[config.mk]
export PLATFORM = sky130hd
export DESIGN_NAME = btx_core
export DESIGN_NICKNAME = d
export VERILOG_FILES = /design/src/common/btx_pkg.sv /design/src/design/btx_alu.sv /design/src/design/btx_regfile.sv /design/src/design/btx_core.sv
export VERILOG_INCLUDE_DIRS = /design/src /design/src/common
export SDC_FILE = /design/constraint.sdc
export NUM_CORES = 1
export LEC_CHECK = 0
export ABC_AREA = 1
export BUFFER_PORTS_ARGS = -buffer_cell sky130_fd_sc_hd__buf_2
export CAP_MARGIN = 20
export CORE_ASPECT_RATIO = 0.9
export CORE_MARGIN = 10
export CORE_UTILIZATION = 35
export DETAILED_ROUTE_END_ITERATION = 8
export PLACE_DENSITY_LB_ADDON = 0.12
export SLEW_MARGIN = 20
export SYNTH_ARGS = -nofsm -noshare
export SYNTH_HDL_FRONTEND = slang
export SYNTH_HIERARCHICAL = 1
export SYNTH_SLANG_ARGS = --single-unit
export TNS_END_PERCENT = 20
[constraint.sdc]
create_clock -name i_core_clk -period 5.9 [get_ports i_core_clk]
set_input_delay 0.295 -clock i_core_clk [delete_from_list [all_inputs] [get_ports i_core_clk]]
set_output_delay 0.295 -clock i_core_clk [all_outputs]
set_load 0.02 [all_outputs]
[src/common/btx_consts.svh]
// Purpose: Constants of the bit and transfer instruction executer.
// Assumes: 16-bit instruction words, 32 working registers of 8 bits.
// Notes: Opcodes are matched as (word & MASK) == MATCH.
// How it works
// - Compare with constant subtracts, keeps no result, sets Z N V C H, one clock.
// - Register bit clear skips next instruction; one, two or three clocks.
// - I/O bit set skips next instruction; one to three clocks, no flag change.
// - Flag bit clear branches to PC plus offset plus one; one or two clocks.
// - Transfer flag clear branches relative; one or two clocks, flags untouched.
// - I/O bit set and clear write one bit, two clocks, no flag change.
// - Rotate left through carry, updates Z C N V, one clock.
// - Rotate right through carry, updates Z C N V, one clock.
// - Bit store copies a register bit into the transfer flag, one clock.
// - Bit load copies the transfer flag into a register bit, one clock.
// - Single flag set and clear touch only the addressed flag, one clock.
// - Half carry clear writes zero to that flag only, one clock.
// - Indirect load post-increment reads at pointer then adds one; two clocks.
// - Indirect load pre-decrement subtracts one then reads; two clocks.
// - Displaced load reads pointer plus displacement, pointer kept; two clocks.
// - Direct load reads an immediate address, two clocks, no flag change.
// - Indirect store post-increment writes at pointer then adds one; two clocks.
// - Displaced store writes pointer plus displacement, pointer kept; two clocks.
// - Direct store writes an immediate address, two clocks, no flag change.
// - Program memory load post-increment reads byte at third pointer; three clocks.
`ifndef BTX_CONSTS_SVH
`define BTX_CONSTS_SVH
`define BTX_M_LDI      16'hf000
`define BTX_V_LDI      16'he000
`define BTX_V_CPI      16'h3000
`define BTX_M_SKIPREG  16'hfe08
`define BTX_V_SKIP_ON_REG_BIT_CLEAR     16'hfc00
`define BTX_M_IOBYTE   16'hff00
`define BTX_V_SKIP_ON_IO_BIT_SET     16'h9b00
`define BTX_V_SBI      16'h9a00
`define BTX_V_CBI      16'h9800
`define BTX_M_BRANCH_ON_FLAG_CLEAR     16'hfc00
`define BTX_V_BRANCH_ON_FLAG_CLEAR     16'hf400
`define BTX_V_ADC      16'h1c00
`define BTX_M_ROR      16'hfe0f
`define BTX_V_ROR      16'h9407
`define BTX_V_BST      16'hfa00
`define BTX_V_BLD      16'hf800
`define BTX_M_FLAG     16'hff8f
`define BTX_V_BSET     16'h9408
`define BTX_V_BCLR     16'h9488
`define BTX_M_MEMOP    16'hfe00
`define BTX_V_LDGRP    16'h9000
`define BTX_V_STGRP    16'h9200
`define BTX_M_DISP     16'hd000
`define BTX_V_DISP     16'h8000
`define BTX_M_TWOW_A   16'hfc0f
`define BTX_V_TWOW_A   16'h9000
`define BTX_M_TWOW_B   16'hfe0c
`define BTX_V_TWOW_B   16'h940c
`define BTX_PTR_X      2'h0
`define BTX_PTR_Y      2'h1
`define BTX_PTR_Z      2'h2
`define BTX_RST_PC     16'h0000
`define BTX_RST_FLAGS  8'h00
`define BTX_RST_REG    8'h00
`endif

[src/common/btx_pkg.sv]
// Purpose: Types shared by the instruction executer files.
// Assumes: Constants come from btx_consts.svh.
// Notes: Flag layout follows the flag register bit order, bit 7 first.
package btx_pkg;
   typedef struct packed {
      logic i;
      logic t;
      logic h;
      logic s;
      logic v;
      logic n;
      logic z;
      logic c;
   } btx_flags_t;
   typedef struct packed {
      logic [15:0] addr;
      logic [7:0] wdata;
      logic re;
      logic we;
   } btx_dmem_req_t;
   typedef struct packed {
      logic [5:0] addr;
      logic [2:0] bitn;
      logic set;
      logic clr;
   } btx_io_req_t;
   typedef enum logic [1:0] {BTX_ALU_CMP, BTX_ALU_ROL, BTX_ALU_ROR} btx_alu_op_t;
endpackage : btx_pkg

[src/design/btx_alu.sv]
// Purpose: Compare and rotate datapath with flag results.
// Assumes: Purely combinational; caller chooses when flags are stored.
// Notes: Flags that an operation does not own pass through unchanged.
`timescale 1ns/1ps
module btx_alu
   import btx_pkg::*;
(
   // Operation
   input wire btx_alu_op_t i_op,
   input wire logic [7:0] i_a,
   input wire logic [7:0] i_k,
   input wire btx_flags_t i_flags,
   // Result
   output logic [7:0] o_res,
   output btx_flags_t o_flags
);
   always_comb
   begin
      o_flags = i_flags;
      o_res = i_a;
      unique case (i_op)
         BTX_ALU_CMP:
         begin
            o_res = i_a - i_k;
            o_flags.h = (~i_a[3] & i_k[3]) | (i_k[3] & o_res[3]) | (o_res[3] & ~i_a[3]);
            o_flags.v = (i_a[7] & ~i_k[7] & ~o_res[7]) | (~i_a[7] & i_k[7] & o_res[7]);
            o_flags.c = (~i_a[7] & i_k[7]) | (i_k[7] & o_res[7]) | (o_res[7] & ~i_a[7]);
         end
         BTX_ALU_ROL:
         begin
            o_res = {i_a[6:0], i_flags.c};
            o_flags.h = i_a[3];
            o_flags.c = i_a[7];
            o_flags.v = o_res[7] ^ i_a[7];
         end
         BTX_ALU_ROR:
         begin
            o_res = {i_flags.c, i_a[7:1]};
            o_flags.c = i_a[0];
            o_flags.v = o_res[7] ^ i_a[0];
         end
         default:
         begin
            o_res = i_a;
         end
      endcase
      o_flags.n = o_res[7];
      o_flags.z = (o_res == 8'h00);
      o_flags.s = o_flags.n ^ o_flags.v;
   end
endmodule : btx_alu

[src/design/btx_regfile.sv]
// Purpose: Working register file with the three pointer pairs.
// Assumes: Byte and pair writes never target the same register in one cycle.
// Notes: Read data come straight from the storage flops, so reads are same cycle.
`timescale 1ns/1ps
`include "btx_consts.svh"
module btx_regfile
   import btx_pkg::*;
(
   // Clock and reset
   input wire logic i_core_clk,
   input wire logic i_sys_rst,
   // Byte write
   input wire logic i_we,
   input wire logic [4:0] i_waddr,
   input wire logic [7:0] i_wdata,
   // Pointer pair write
   input wire logic i_pwe,
   input wire logic [1:0] i_psel,
   input wire logic [15:0] i_pdata,
   // Reads
   input wire logic [4:0] i_raddr,
   output logic [7:0] o_rdata,
   output logic [15:0] o_ptr_x,
   output logic [15:0] o_ptr_y,
   output logic [15:0] o_ptr_z
);
   logic [7:0] regs [32];
   for (genvar g = 0; g < 32; g++)
   begin : g_reg
      localparam logic [4:0] IDX = 5'(g);
      always_ff @(posedge i_core_clk)
      begin
         if (i_sys_rst)
            regs[g] <= `BTX_RST_REG;
         else if (i_pwe && IDX[4:1] == 4'(4'hd + {2'h0, i_psel}))
            regs[g] <= IDX[0] ? i_pdata[15:8] : i_pdata[7:0];
         else if (i_we && i_waddr == IDX)
            regs[g] <= i_wdata;
      end
   end
   assign o_rdata = regs[i_raddr];
   assign o_ptr_x = {regs[27], regs[26]};
   assign o_ptr_y = {regs[29], regs[28]};
   assign o_ptr_z = {regs[31], regs[30]};
endmodule : btx_regfile

[src/design/btx_core.sv]
// Purpose: Executes compare, skip, branch, bit, rotate and transfer instructions.
// Assumes: Memories answer combinationally in the cycle after the request flops.
// Notes: Unknown opcodes retire as one-clock no-ops.
`timescale 1ns/1ps
`include "btx_consts.svh"
module btx_core
   import btx_pkg::*;
(
   // Clock and reset
   input wire logic i_core_clk,
   input wire logic i_sys_rst,
   // Instruction stream
   input wire logic i_instr_valid,
   input wire logic [15:0] i_instr,
   input wire logic [15:0] i_instr_next,
   output logic o_instr_ready,
   output logic [15:0] o_pc,
   // Data memory
   output btx_dmem_req_t o_dmem,
   input wire logic [7:0] i_dmem_rdata,
   // I/O space
   output logic [5:0] o_io_raddr,
   input wire logic [7:0] i_io_rdata,
   output btx_io_req_t o_io,
   // Program memory
   output logic [15:0] o_pmem_addr,
   output logic o_pmem_re,
   input wire logic [7:0] i_pmem_rdata,
   // Status
   output btx_flags_t o_flags
);
   typedef enum logic [4:0] {
      OP_NOP, OP_LDI, OP_CPI, OP_SKIP_ON_REG_BIT_CLEAR, OP_SKIP_ON_IO_BIT_SET, OP_SBI, OP_CBI, OP_BRANCH_ON_FLAG_CLEAR, OP_ROL,
      OP_ROR, OP_BST, OP_BLD, OP_BSET, OP_BCLR, OP_LD, OP_ST, OP_LPM
   } btx_op_t;
   typedef enum logic [2:0] {
      ST_EXEC, ST_MEM, ST_PM_WAIT, ST_PM_DONE, ST_SKIP1, ST_SKIP2, ST_BRANCH, ST_IO
   } btx_state_t;

   btx_state_t state;
   btx_op_t op;
   logic accept;
   logic [4:0] rsel;
   logic [4:0] dest;
   logic [7:0] rval;
   logic [7:0] flag_vec;
   logic [7:0] kimm;
   logic [2:0] bitn;
   logic [1:0] psel;
   logic ptr_inc;
   logic ptr_dec;
   logic direct;
   logic [5:0] disp;
   logic [15:0] ptr_val;
   logic [15:0] mem_addr;
   logic next_word_two;
   logic skip;
   logic taken;
   logic [15:0] next_pc;
   logic [7:0] alu_res;
   btx_flags_t alu_flags;
   btx_alu_op_t alu_op;
   logic [15:0] ptr_x;
   logic [15:0] ptr_y;
   logic [15:0] ptr_z;
   logic rf_we;
   logic [4:0] rf_waddr;
   logic [7:0] rf_wdata;
   logic rf_pwe;
   logic [15:0] rf_pdata;
   logic [4:0] pend_dest;
   logic [7:0] pm_byte;

   assign o_instr_ready = (state == ST_EXEC);
   assign accept = i_instr_valid && o_instr_ready;
   assign flag_vec = o_flags;

   // Decode
   always_comb
   begin
      op = OP_NOP;
      psel = `BTX_PTR_Z;
      ptr_inc = 1'b0;
      ptr_dec = 1'b0;
      direct = 1'b0;
      disp = 6'h00;
      if ((i_instr & `BTX_M_LDI) == `BTX_V_LDI)
         op = OP_LDI;
      else if ((i_instr & `BTX_M_LDI) == `BTX_V_CPI)
         op = OP_CPI;
      else if ((i_instr & `BTX_M_SKIPREG) == `BTX_V_SKIP_ON_REG_BIT_CLEAR)
         op = OP_SKIP_ON_REG_BIT_CLEAR;
      else if ((i_instr & `BTX_M_IOBYTE) == `BTX_V_SKIP_ON_IO_BIT_SET)
         op = OP_SKIP_ON_IO_BIT_SET;
      else if ((i_instr & `BTX_M_IOBYTE) == `BTX_V_SBI)
         op = OP_SBI;
      else if ((i_instr & `BTX_M_IOBYTE) == `BTX_V_CBI)
         op = OP_CBI;
      else if ((i_instr & `BTX_M_BRANCH_ON_FLAG_CLEAR) == `BTX_V_BRANCH_ON_FLAG_CLEAR)
         op = OP_BRANCH_ON_FLAG_CLEAR;
      else if ((i_instr & `BTX_M_BRANCH_ON_FLAG_CLEAR) == `BTX_V_ADC && {i_instr[9], i_instr[3:0]} == i_instr[8:4])
         op = OP_ROL;
      else if ((i_instr & `BTX_M_ROR) == `BTX_V_ROR)
         op = OP_ROR;
      else if ((i_instr & `BTX_M_SKIPREG) == `BTX_V_BST)
         op = OP_BST;
      else if ((i_instr & `BTX_M_SKIPREG) == `BTX_V_BLD)
         op = OP_BLD;
      else if ((i_instr & `BTX_M_FLAG) == `BTX_V_BSET)
         op = OP_BSET;
      else if ((i_instr & `BTX_M_FLAG) == `BTX_V_BCLR)
         op = OP_BCLR;
      else if ((i_instr & `BTX_M_DISP) == `BTX_V_DISP)
      begin
         op = i_instr[9] ? OP_ST : OP_LD;
         psel = i_instr[3] ? `BTX_PTR_Y : `BTX_PTR_Z;
         disp = {i_instr[13], i_instr[11:10], i_instr[2:0]};
      end
      else if ((i_instr & `BTX_M_MEMOP) == `BTX_V_LDGRP
               || (i_instr & `BTX_M_MEMOP) == `BTX_V_STGRP)
      begin
         op = i_instr[9] ? OP_ST : OP_LD;
         psel = (i_instr[3:2] == 2'h3) ? `BTX_PTR_X
              : (i_instr[3] ? `BTX_PTR_Y : `BTX_PTR_Z);
         unique case (i_instr[3:0])
            4'h0: direct = 1'b1;
            4'h1, 4'h9, 4'hd: ptr_inc = 1'b1;
            4'h2, 4'ha, 4'he: ptr_dec = 1'b1;
            4'hc: ptr_inc = 1'b0;
            4'h4, 4'h5:
            begin
               op = i_instr[9] ? OP_NOP : OP_LPM;
               ptr_inc = i_instr[0];
            end
            default: op = OP_NOP;
         endcase
      end
   end

   // Immediate forms only reach the upper sixteen registers
   assign rsel = (op == OP_CPI || op == OP_LDI) ? {1'b1, i_instr[7:4]} : i_instr[8:4];
   assign dest = rsel;
   assign kimm = {i_instr[11:8], i_instr[3:0]};
   assign bitn = i_instr[2:0];
   assign o_io_raddr = {1'b0, i_instr[7:3]};

   // Pointer address forming
   always_comb
   begin
      unique case (psel)
         `BTX_PTR_X: ptr_val = ptr_x;
         `BTX_PTR_Y: ptr_val = ptr_y;
         default: ptr_val = ptr_z;
      endcase
   end
   assign mem_addr = direct ? i_instr_next
                   : ptr_dec ? ptr_val - 16'h0001
                   : ptr_val + {10'h000, disp};

   // Skip and branch decisions
   assign next_word_two = ((i_instr_next & `BTX_M_TWOW_A) == `BTX_V_TWOW_A)
                        || ((i_instr_next & `BTX_M_TWOW_B) == `BTX_V_TWOW_B);
   assign skip = (op == OP_SKIP_ON_REG_BIT_CLEAR && !rval[bitn])
              || (op == OP_SKIP_ON_IO_BIT_SET && i_io_rdata[bitn]);
   assign taken = (op == OP_BRANCH_ON_FLAG_CLEAR) && !flag_vec[bitn];

   always_comb
   begin
      next_pc = o_pc + 16'h0001;
      if (taken)
         next_pc = o_pc + {{9{i_instr[9]}}, i_instr[9:3]} + 16'h0001;
      else if (skip)
         next_pc = o_pc + (next_word_two ? 16'h0003 : 16'h0002);
      else if (direct && (op == OP_LD || op == OP_ST))
         next_pc = o_pc + 16'h0002;
   end

   always_comb
   begin
      unique case (op)
         OP_ROL: alu_op = BTX_ALU_ROL;
         OP_ROR: alu_op = BTX_ALU_ROR;
         default: alu_op = BTX_ALU_CMP;
      endcase
   end

   btx_alu u_alu (
      .i_op(alu_op),
      .i_a(rval),
      .i_k(kimm),
      .i_flags(o_flags),
      .o_res(alu_res),
      .o_flags(alu_flags)
   );

   // Register file write steering
   always_comb
   begin
      rf_we = 1'b0;
      rf_waddr = dest;
      rf_wdata = alu_res;
      if (state == ST_MEM && !o_dmem.we)
      begin
         rf_we = 1'b1;
         rf_waddr = pend_dest;
         rf_wdata = i_dmem_rdata;
      end
      else if (state == ST_PM_DONE)
      begin
         rf_we = 1'b1;
         rf_waddr = pend_dest;
         rf_wdata = pm_byte;
      end
      else if (accept)
      begin
         unique case (op)
            OP_LDI: 
            begin
               rf_we = 1'b1;
               rf_wdata = kimm;
            end
            OP_ROL, OP_ROR: rf_we = 1'b1;
            OP_BLD:
            begin
               rf_we = 1'b1;
               rf_wdata = rval;
               rf_wdata[bitn] = o_flags.t;
            end
            default: rf_we = 1'b0;
         endcase
      end
   end
   assign rf_pwe = accept && (op == OP_LD || op == OP_ST || op == OP_LPM)
                && (ptr_inc || ptr_dec);
   assign rf_pdata = ptr_dec ? mem_addr : ptr_val + 16'h0001;

   btx_regfile u_regfile (
      .i_core_clk(i_core_clk),
      .i_sys_rst(i_sys_rst),
      .i_we(rf_we),
      .i_waddr(rf_waddr),
      .i_wdata(rf_wdata),
      .i_pwe(rf_pwe),
      .i_psel(psel),
      .i_pdata(rf_pdata),
      .i_raddr(rsel),
      .o_rdata(rval),
      .o_ptr_x(ptr_x),
      .o_ptr_y(ptr_y),
      .o_ptr_z(ptr_z)
   );

   // Sequencing
   always_ff @(posedge i_core_clk)
   begin
      if (i_sys_rst)
         state <= ST_EXEC;
      else
         unique case (state)
            ST_EXEC:
               if (accept)
               begin
                  if (op == OP_LD || op == OP_ST)
                     state <= ST_MEM;
                  else if (op == OP_LPM)
                     state <= ST_PM_WAIT;
                  else if (op == OP_SBI || op == OP_CBI)
                     state <= ST_IO;
                  else if (taken)
                     state <= ST_BRANCH;
                  else if (skip)
                     state <= next_word_two ? ST_SKIP2 : ST_SKIP1;
               end
            ST_SKIP2: state <= ST_SKIP1;
            ST_PM_WAIT: state <= ST_PM_DONE;
            default: state <= ST_EXEC;
         endcase
   end

   always_ff @(posedge i_core_clk)
   begin
      if (i_sys_rst)
         o_pc <= `BTX_RST_PC;
      else if (accept)
         o_pc <= next_pc;
   end

   // Flag updates; anything not named here keeps its value
   always_ff @(posedge i_core_clk)
   begin
      if (i_sys_rst)
         o_flags <= `BTX_RST_FLAGS;
      else if (accept)
         unique case (op)
            OP_CPI, OP_ROL, OP_ROR: o_flags <= alu_flags;
            OP_BST: o_flags.t <= rval[bitn];
            OP_BSET: o_flags <= flag_vec | (8'h01 << i_instr[6:4]);
            OP_BCLR: o_flags <= flag_vec & ~(8'h01 << i_instr[6:4]);
            default: o_flags <= o_flags;
         endcase
   end

   // Memory and I/O requests stand for exactly the second clock
   always_ff @(posedge i_core_clk)
   begin
      if (i_sys_rst)
      begin
         o_dmem <= '0;
         pend_dest <= 5'h00;
      end
      else if (accept && (op == OP_LD || op == OP_ST))
      begin
         o_dmem.addr <= mem_addr;
         o_dmem.wdata <= rval;
         o_dmem.re <= (op == OP_LD);
         o_dmem.we <= (op == OP_ST);
         pend_dest <= dest;
      end
      else
      begin
         o_dmem.re <= 1'b0;
         o_dmem.we <= 1'b0;
         if (accept && op == OP_LPM)
            pend_dest <= dest;
      end
   end

   always_ff @(posedge i_core_clk)
   begin
      if (i_sys_rst)
         o_io <= '0;
      else if (accept && (op == OP_SBI || op == OP_CBI))
      begin
         o_io.addr <= o_io_raddr;
         o_io.bitn <= bitn;
         o_io.set <= (op == OP_SBI);
         o_io.clr <= (op == OP_CBI);
      end
      else
      begin
         o_io.set <= 1'b0;
         o_io.clr <= 1'b0;
      end
   end

   // Program memory byte read, held one clock before write-back
   always_ff @(posedge i_core_clk)
   begin
      if (i_sys_rst)
      begin
         o_pmem_addr <= 16'h0000;
         o_pmem_re <= 1'b0;
         pm_byte <= 8'h00;
      end
      else
      begin
         o_pmem_re <= accept && (op == OP_LPM);
         if (accept && op == OP_LPM)
            o_pmem_addr <= ptr_z;
         if (state == ST_PM_WAIT)
            pm_byte <= i_pmem_rdata;
      end
   end

   // Checks
   chk_cpi_one_clock: assert property (@(posedge i_core_clk) disable iff (i_sys_rst)
      accept && op == OP_CPI |=> o_instr_ready && o_pc == $past(o_pc) + 16'h0001
         && o_flags.z == ($past(rval) == $past(kimm)))
      else $error("compare did not retire in one clock with correct zero");
   chk_skip_on_reg_bit_clear_skip: assert property (@(posedge i_core_clk) disable iff (i_sys_rst)
      accept && op == OP_SKIP_ON_REG_BIT_CLEAR && !rval[bitn] && !next_word_two |=> !o_instr_ready ##1 o_instr_ready)
      else $error("register bit skip took wrong clocks");
   chk_skip_on_io_bit_set_pc: assert property (@(posedge i_core_clk) disable iff (i_sys_rst)
      accept && op == OP_SKIP_ON_IO_BIT_SET && i_io_rdata[bitn]
      |=> o_pc >= $past(o_pc) + 16'h0002 && o_pc <= $past(o_pc) + 16'h0003 && $stable(o_flags))
      else $error("io bit skip moved pc wrongly");
   chk_branch_taken: assert property (@(posedge i_core_clk) disable iff (i_sys_rst)
      accept && taken |=> !o_instr_ready && $stable(o_flags) ##1 o_instr_ready)
      else $error("taken branch not two clocks");
   chk_iobit_pulse: assert property (@(posedge i_core_clk) disable iff (i_sys_rst)
      accept && op == OP_SBI |=> o_io.set && !o_io.clr ##1 !o_io.set && o_instr_ready)
      else $error("io bit set not a two clock operation");
   chk_rol_carry: assert property (@(posedge i_core_clk) disable iff (i_sys_rst)
      accept && op == OP_ROL |=> o_flags.c == $past(rval[7]) && o_instr_ready)
      else $error("rotate left carry wrong");
   chk_ror_carry: assert property (@(posedge i_core_clk) disable iff (i_sys_rst)
      accept && op == OP_ROR |=> o_flags.c == $past(rval[0]) && o_instr_ready)
      else $error("rotate right carry wrong");
   chk_bst_only_t: assert property (@(posedge i_core_clk) disable iff (i_sys_rst)
      accept && op == OP_BST |=> {o_flags.i, o_flags.h, o_flags.s, o_flags.v, o_flags.n,
         o_flags.z, o_flags.c} == $past({o_flags.i, o_flags.h, o_flags.s, o_flags.v,
         o_flags.n, o_flags.z, o_flags.c}))
      else $error("bit store changed another flag");
   chk_load_two_clk: assert property (@(posedge i_core_clk) disable iff (i_sys_rst)
      accept && op == OP_LD |=> o_dmem.re && !o_instr_ready ##1 !o_dmem.re && o_instr_ready)
      else $error("load not two clocks");
   chk_store_two_clk: assert property (@(posedge i_core_clk) disable iff (i_sys_rst)
      accept && op == OP_ST |=> o_dmem.we && o_dmem.wdata == $past(rval) ##1 !o_dmem.we)
      else $error("store strobe wrong");
   chk_lpm_three_clk: assert property (@(posedge i_core_clk) disable iff (i_sys_rst)
      accept && op == OP_LPM |=> !o_instr_ready [*2] ##1 o_instr_ready)
      else $error("program memory load not three clocks");
   cov_skip_two_word: cover property (@(posedge i_core_clk) accept && skip && next_word_two);
   cov_branch_taken: cover property (@(posedge i_core_clk) accept && taken);
   cov_lpm_inc: cover property (@(posedge i_core_clk) accept && op == OP_LPM && ptr_inc);
   cov_predec_load: cover property (@(posedge i_core_clk) accept && op == OP_LD && ptr_dec);
endmodule : btx_core

# Word-level counts from Yosys, hierarchy flattened
# Memory sizes are Yosys's and may differ from the RTL's.
# Index checks and enable logic that the tools add are counted.
# op_classes
n_addsub,10
mul,0
div_mod_pow,0
order_cmp,2
n_eq_ne,102
shift,1
n_mux,385
bitwise,90
reduce_logical,97
# op_table
operator,n
two-way mux 8 bit,67
two-way mux 1 bit,236
two-way mux 5 bit,21
two-way mux 16 bit,6
== test 5 bit (second input constant),17
two-way mux 6 bit,14
== test 5 x 4 -> 1 bit (second input constant),16
bitwise OR 1 bit,69
logical AND 1 bit,61
adder 16 x 1 -> 16 bit (second input constant),3
== test 8 bit (second input constant),6
== test 5 x 3 -> 1 bit (second input constant),8
two-way mux 2 bit,17
== test 4 bit (first input constant),8
case mux 16 bit (2 select lines),1
== test 13 bit (second input constant),2
== test 4 bit (second input constant),6
case mux 8 bit (3 select lines),1
== test 5 x 2 -> 1 bit (second input constant),4
two-way mux 3 bit,6
case mux 6 bit (3 select lines),1
adder 16 bit,1
adder 16 x 2 -> 16 bit,1
adder 16 x 2 -> 16 bit (second input constant),1
60 further kinds,114
# word_totals
ff_bits,93
latch_bits,0
ram_bits,256
romBits,0
inputBits,59
out_inout_bits,85
memories,1
# memory_table
memory,words,width,read_ports,rd_clocked_by_memory_dff,wr,line,rtl
u_regfile.regs,32,8,7,0,32,btx_regfile.sv:27,logic [7:0] regs [32];

# Depth between registers and ports, before layout
# An unclocked memory read counts as a cell.
# depth
depth_word,34
ltp_mapped,35

# Modules after synthesis
# Netlist, hierarchy kept.
# modules_own_cells
mod,instances,cells_per_inst,area_per_inst_um2,seq_area_each_um2
btx_regfile,1,1307,12196.7,7687.4
btx_core,1,1418,8802.2,1861.8
btx_alu,1,155,844.6,0.0

# Least setup slack after synthesis
# Ideal clock, no wire load.
# synth_path
kind,input to register
from,input i_instr[13]
to,"memory u_regfile.regs[0][7], data pin"
arrival_ns,4.055
required_time_ns,5.626
slack_ns,1.571
path_stages,30
path_buffers,3
cell_sequence,inv_1 -> nor3_1 -> inv_1 -> nand3_1 -> clkbuf_1 -> inv_1 -> nand2_1 -> nand2_1 -> ha_1 -> nand2_1 -> inv_1 -> nand3_1 -> nand2_1 -> nand2_1 -> nand2_1 -> a21oi_1 -> fa_1 -> inv_1 -> nand2_1 -> nand3_1 -> nand2_1 -> inv_1 -> buf_4 -> nand2_1 -> o21ai_0 -> o21ai_0 -> nand2_1 -> inv_1 -> clkbuf_1 -> o22ai_1
# synth_lines
item,line,rtl
start: declaration,btx_core.sv:14,"input wire logic [15:0] i_instr,"
end: declaration,btx_regfile.sv:27,

==> insert_results.sql <==
INSERT INTO impl_metrics (metric_group, metric, value, unit) VALUES
('sta', 'max_slew.worst_pin.slew', '1.09', 'ns'),
('logic_synthesis', 'synth_top_cell_area_share', '0.352', ''),
('cells_and_area', 'layout-drive-gt1-share', '0.125', ''),
('worst_setup_path', 'worst-endpoint-required', '6.32', 'ns'),
('clock_tree', 'tritoncts', 'yes', ''),
('power', 'power.share.sequential', '0.396', ''),
('outcome', 'status', 'finished clean', ''),
('sta', 'hold_viol', '0', ''),
('clock_tree', 'post_cts.resized_instances', '0', ''),
('global_routing', 'vias_in_the_first_global_route', '19900', ''),
('clock_tree', 'clk_pin_slew', '0.06', 'ns'),
('global_routing', 'grt_first_pass_wirelength', '125000', 'µm'),
('global_routing', 'grt_remaining_overflow', '0', ''),
('worst_setup_path', 'critical_path.endpoint_type', 'register', ''),
('clock_tree', 'cts-buffers-inserted', '44', ''),
('floorplan', 'placeableCoreArea', '61500', 'µm²'),
('sta', 'slew_viol_final', '0', ''),
('power', 'clock_power_share', '0.397', ''),
('floorplan', 'dieHeight', '257', 'µm'),
('route', 'wl_per_cell', '21.6', 'µm'),
('logic_synthesis', 'post_synth_instance_area', '21800', 'µm²'),
('logic_synthesis', 'yosysSeqAreaShare', '0.437', ''),
('clock_tree', 'cts_num_sinks', '349', ''),
('logic_synthesis', 'top_cell_types_by_occurrence_after_synthesis', 'sky130_fd_sc_hd__nand2_1, sky130_fd_sc_hd__nor2_1, sky130_fd_sc_hd__nand3_1', ''),
('logic_synthesis', 'syn-mean-instance-area', '7.58', 'µm²'),
('power', 'power.share.switching', '0.323', ''),
('worst_setup_path', 'worst_setup_path_start_kind', 'primary input', ''),
('place', 'portBuffers', '141', ''),
('power', 'peak_supply_drop', '0.196', 'mV'),
('sta', 'rsz0062_at_grt', 'false', ''),
('logic_synthesis', 'synth.most_common_cell', 'sky130_fd_sc_hd__nand2_1', ''),
('sta', 'layout_min_cycle_time', '4.91', 'ns'),
('power', 'pwr_density_cell', '281', 'nW/µm²'),
('clock_tree', 'worst_skew_pair.late_latency', '0.60', 'ns'),
('logic_synthesis', 'synthDominantAreaCellType', 'sky130_fd_sc_hd__edfxtp_1', ''),
('clock_tree', 'cts-root-buf', 'sky130_fd_sc_hd__clkbuf_16', ''),
('route', 'avgViaCountPerCell', '5.38', ''),
('logic_synthesis', 'synth_enable_flop_cells', '256', ''),
('worst_setup_path', 'category_of_the_most_critical_setup_path', 'in -> reg', ''),
('route', 'route.vias.total', '20700', ''),
('worst_setup_path', 'maximum_fanout_count_along_the_critical_path', '22', ''),
('sta', 'setup-violations-final', '0', ''),
('sta', 'timing.hold.ws', '0.134', 'ns'),
('logic_synthesis', 'post_synth_num_cell_types', '68', ''),
('logic_synthesis', 'ys_seq_elements', '349', ''),
('route', 'antenna_left', '0', ''),
('sta', 'fmax', '204', 'MHz'),
('worst_setup_path', 'critPathArrivalTime', '5.33', 'ns'),
('hold_path', 'worstHoldPathType', 'in -> reg', ''),
('floorplan', 'fp.dieArea', '72800', 'µm²'),
('clock_tree', 'post-cts-setup-buffers', '0', ''),
('global_routing', 'track_usage', '0.220', ''),
('floorplan', 'site_rows', '86', ''),
('global_routing', 'maximum_number_of_pins_on_one_net_before_global_route_repair', '73', ''),
('cells_and_area', 'syn2layout_area_growth', '14.0', '%'),
('power', 'net-switching-power', '2260', 'µW'),
('sta', 'final.period_utilization', '0.832', ''),
('floorplan', 'design.portCount', '144', ''),
('route', 'drt-initial-drc-count', '1744', ''),
('route', 'wl', '83100', 'µm'),
('cells_and_area', 'num-nets-final', '3087', ''),
('worst_setup_path', 'slowest_stage', 'sky130_fd_sc_hd__nor3_1', ''),
('place', 'gpl.final_weighted_congestion', '0.942', ''),
('clock_tree', 'cts.htree.levels', '2', ''),
('power', 'combPwrFrac', '0.207', ''),
('sta', 'slew_headroom', '0.268', ''),
('job', 'cap_viol_max_count', '0', ''),
('cells_and_area', 'diodes', '0', ''),
('route', 'drc', '0', ''),
('logic_synthesis', 'synth_instances', '2880', ''),
('logic_synthesis', 'synth_flop_cell', 'sky130_fd_sc_hd__edfxtp_1', '');
==> placed cells by master, fill, tap and decap left out, types with 44 or more instances in the layout <==
cell,count
sky130_fd_sc_hd__nand2_1,792
sky130_fd_sc_hd__nor2_1,388
sky130_fd_sc_hd__nand3_1,260
sky130_fd_sc_hd__edfxtp_1,256
sky130_fd_sc_hd__inv_1,200
sky130_fd_sc_hd__o21ai_0,176
sky130_fd_sc_hd__buf_2,140
sky130_fd_sc_hd__a21oi_1,98
sky130_fd_sc_hd__dfxtp_1,93
sky130_fd_sc_hd__o22ai_1,78
sky130_fd_sc_hd__ha_1,52
sky130_fd_sc_hd__xor2_1,50
sky130_fd_sc_hd__clkbuf_16,44
==> worst max-delay path: cells and delay by family <==
family                     cells  cell delay [ns]
AOI/OAI and AO/OA              3             0.33
and+or+nand+nor               16             2.41
adders and majority gates      2             0.82
buffers and inverters          7             1.44
==> kinds of logic after synthesis <==
logic type,count (synthesis),synth area share
AO/OA/AOI/OAI,446,0.119
XOR/XNOR,61,0.0245
adder cells (fa/ha/maj),57,0.0344
buffers and inverters,389,0.0743
flip-flops,349,0.437
multiplexers,3,0.00149
other,1,0.000172
AND/OR/NAND/NOR,1574,0.309
==> layout make-up <==
type	instances	area, µm²	area share
multi-input cells	2143	10700	0.429
inverters	241	922	0.0370
well taps	836	1050	0.0420
flip-flops and latches	349	9550	0.384
repair buffers	192	1200	0.0481
clock buffers	59	1220	0.0489
clock inverters	20	272	0.0109
==> state kept, by name (all words and copies together) (netlist names) <==
register / cells
o_pc: 16
o_io: 10
o_pmem_addr: 16
state: 3
pm_byte: 8
pend_dest: 5
o_pmem_re: 1
o_flags: 8
u_regfile/regs: 256
o_dmem: 26
==> routing by layer <==
metal | routed length (µm) | vias up | track usage
met1 | 38000 | 9952 | 0.307
met5 | 13 | - | 0
met4 | 2190 | 2 | 0.0668
met3 | 5970 | 120 | 0.0382
met2 | 37000 | 769 | 0.342
li1 | - | 9821 | -
==> power by group through the flow <==
stage | Sequential (µW) | Clock (µW) | Combinational (µW)
after floorplan | 2810 | 0 | 872
after global placement | 2820 | 0 | 1430
after detailed placement | 2820 | 0 | 1430
after CTS | 2770 | 2840 | 1440
after global routing | 2780 | 2930 | 1580
final | 2770 | 2780 | 1450
==> final timing paths <==
check                         from              endpoint  slack [ns]  cells past startpoint
min reg2reg             pm_byte[0]            pm_byte[0]        0.44                      2
max reg2reg  u_regfile/regs[30][4]  u_regfile/regs[3][7]        1.47                     29
max                    i_instr[15]  u_regfile/regs[3][7]        0.99                     28
min                     i_instr[1]               o_io[3]        0.13                      3
==> per-stage QoR <==
step | worst slack, ns | power [µW] | utilization | std cells | instance area (µm²)
6_report | 0.994 | 6990 | 0.404 | 3840 | 24900
5_1_grt | 0.460 | 7290 | 0.404 | 3840 | 24900
4_1_cts | 1.08 | 7050 | 0.404 | 3840 | 24900
3_5_place_dp | 0.489 | 4250 | 0.379 | 3753 | 23300
3_3_place_gp | 0.602 | 4250 | 0.379 | 3753 | 23300
2_1_floorplan | 1.57 | 3690 | - | 2881 | 21800
==> what timing repair did <==
item	4_1_cts	5_1_grt
setup endpoints to repair	0	0
hold endpoints to repair	8	0
hold buffers	8	0
No activity file was read; power rests on OpenSTA's default activity.
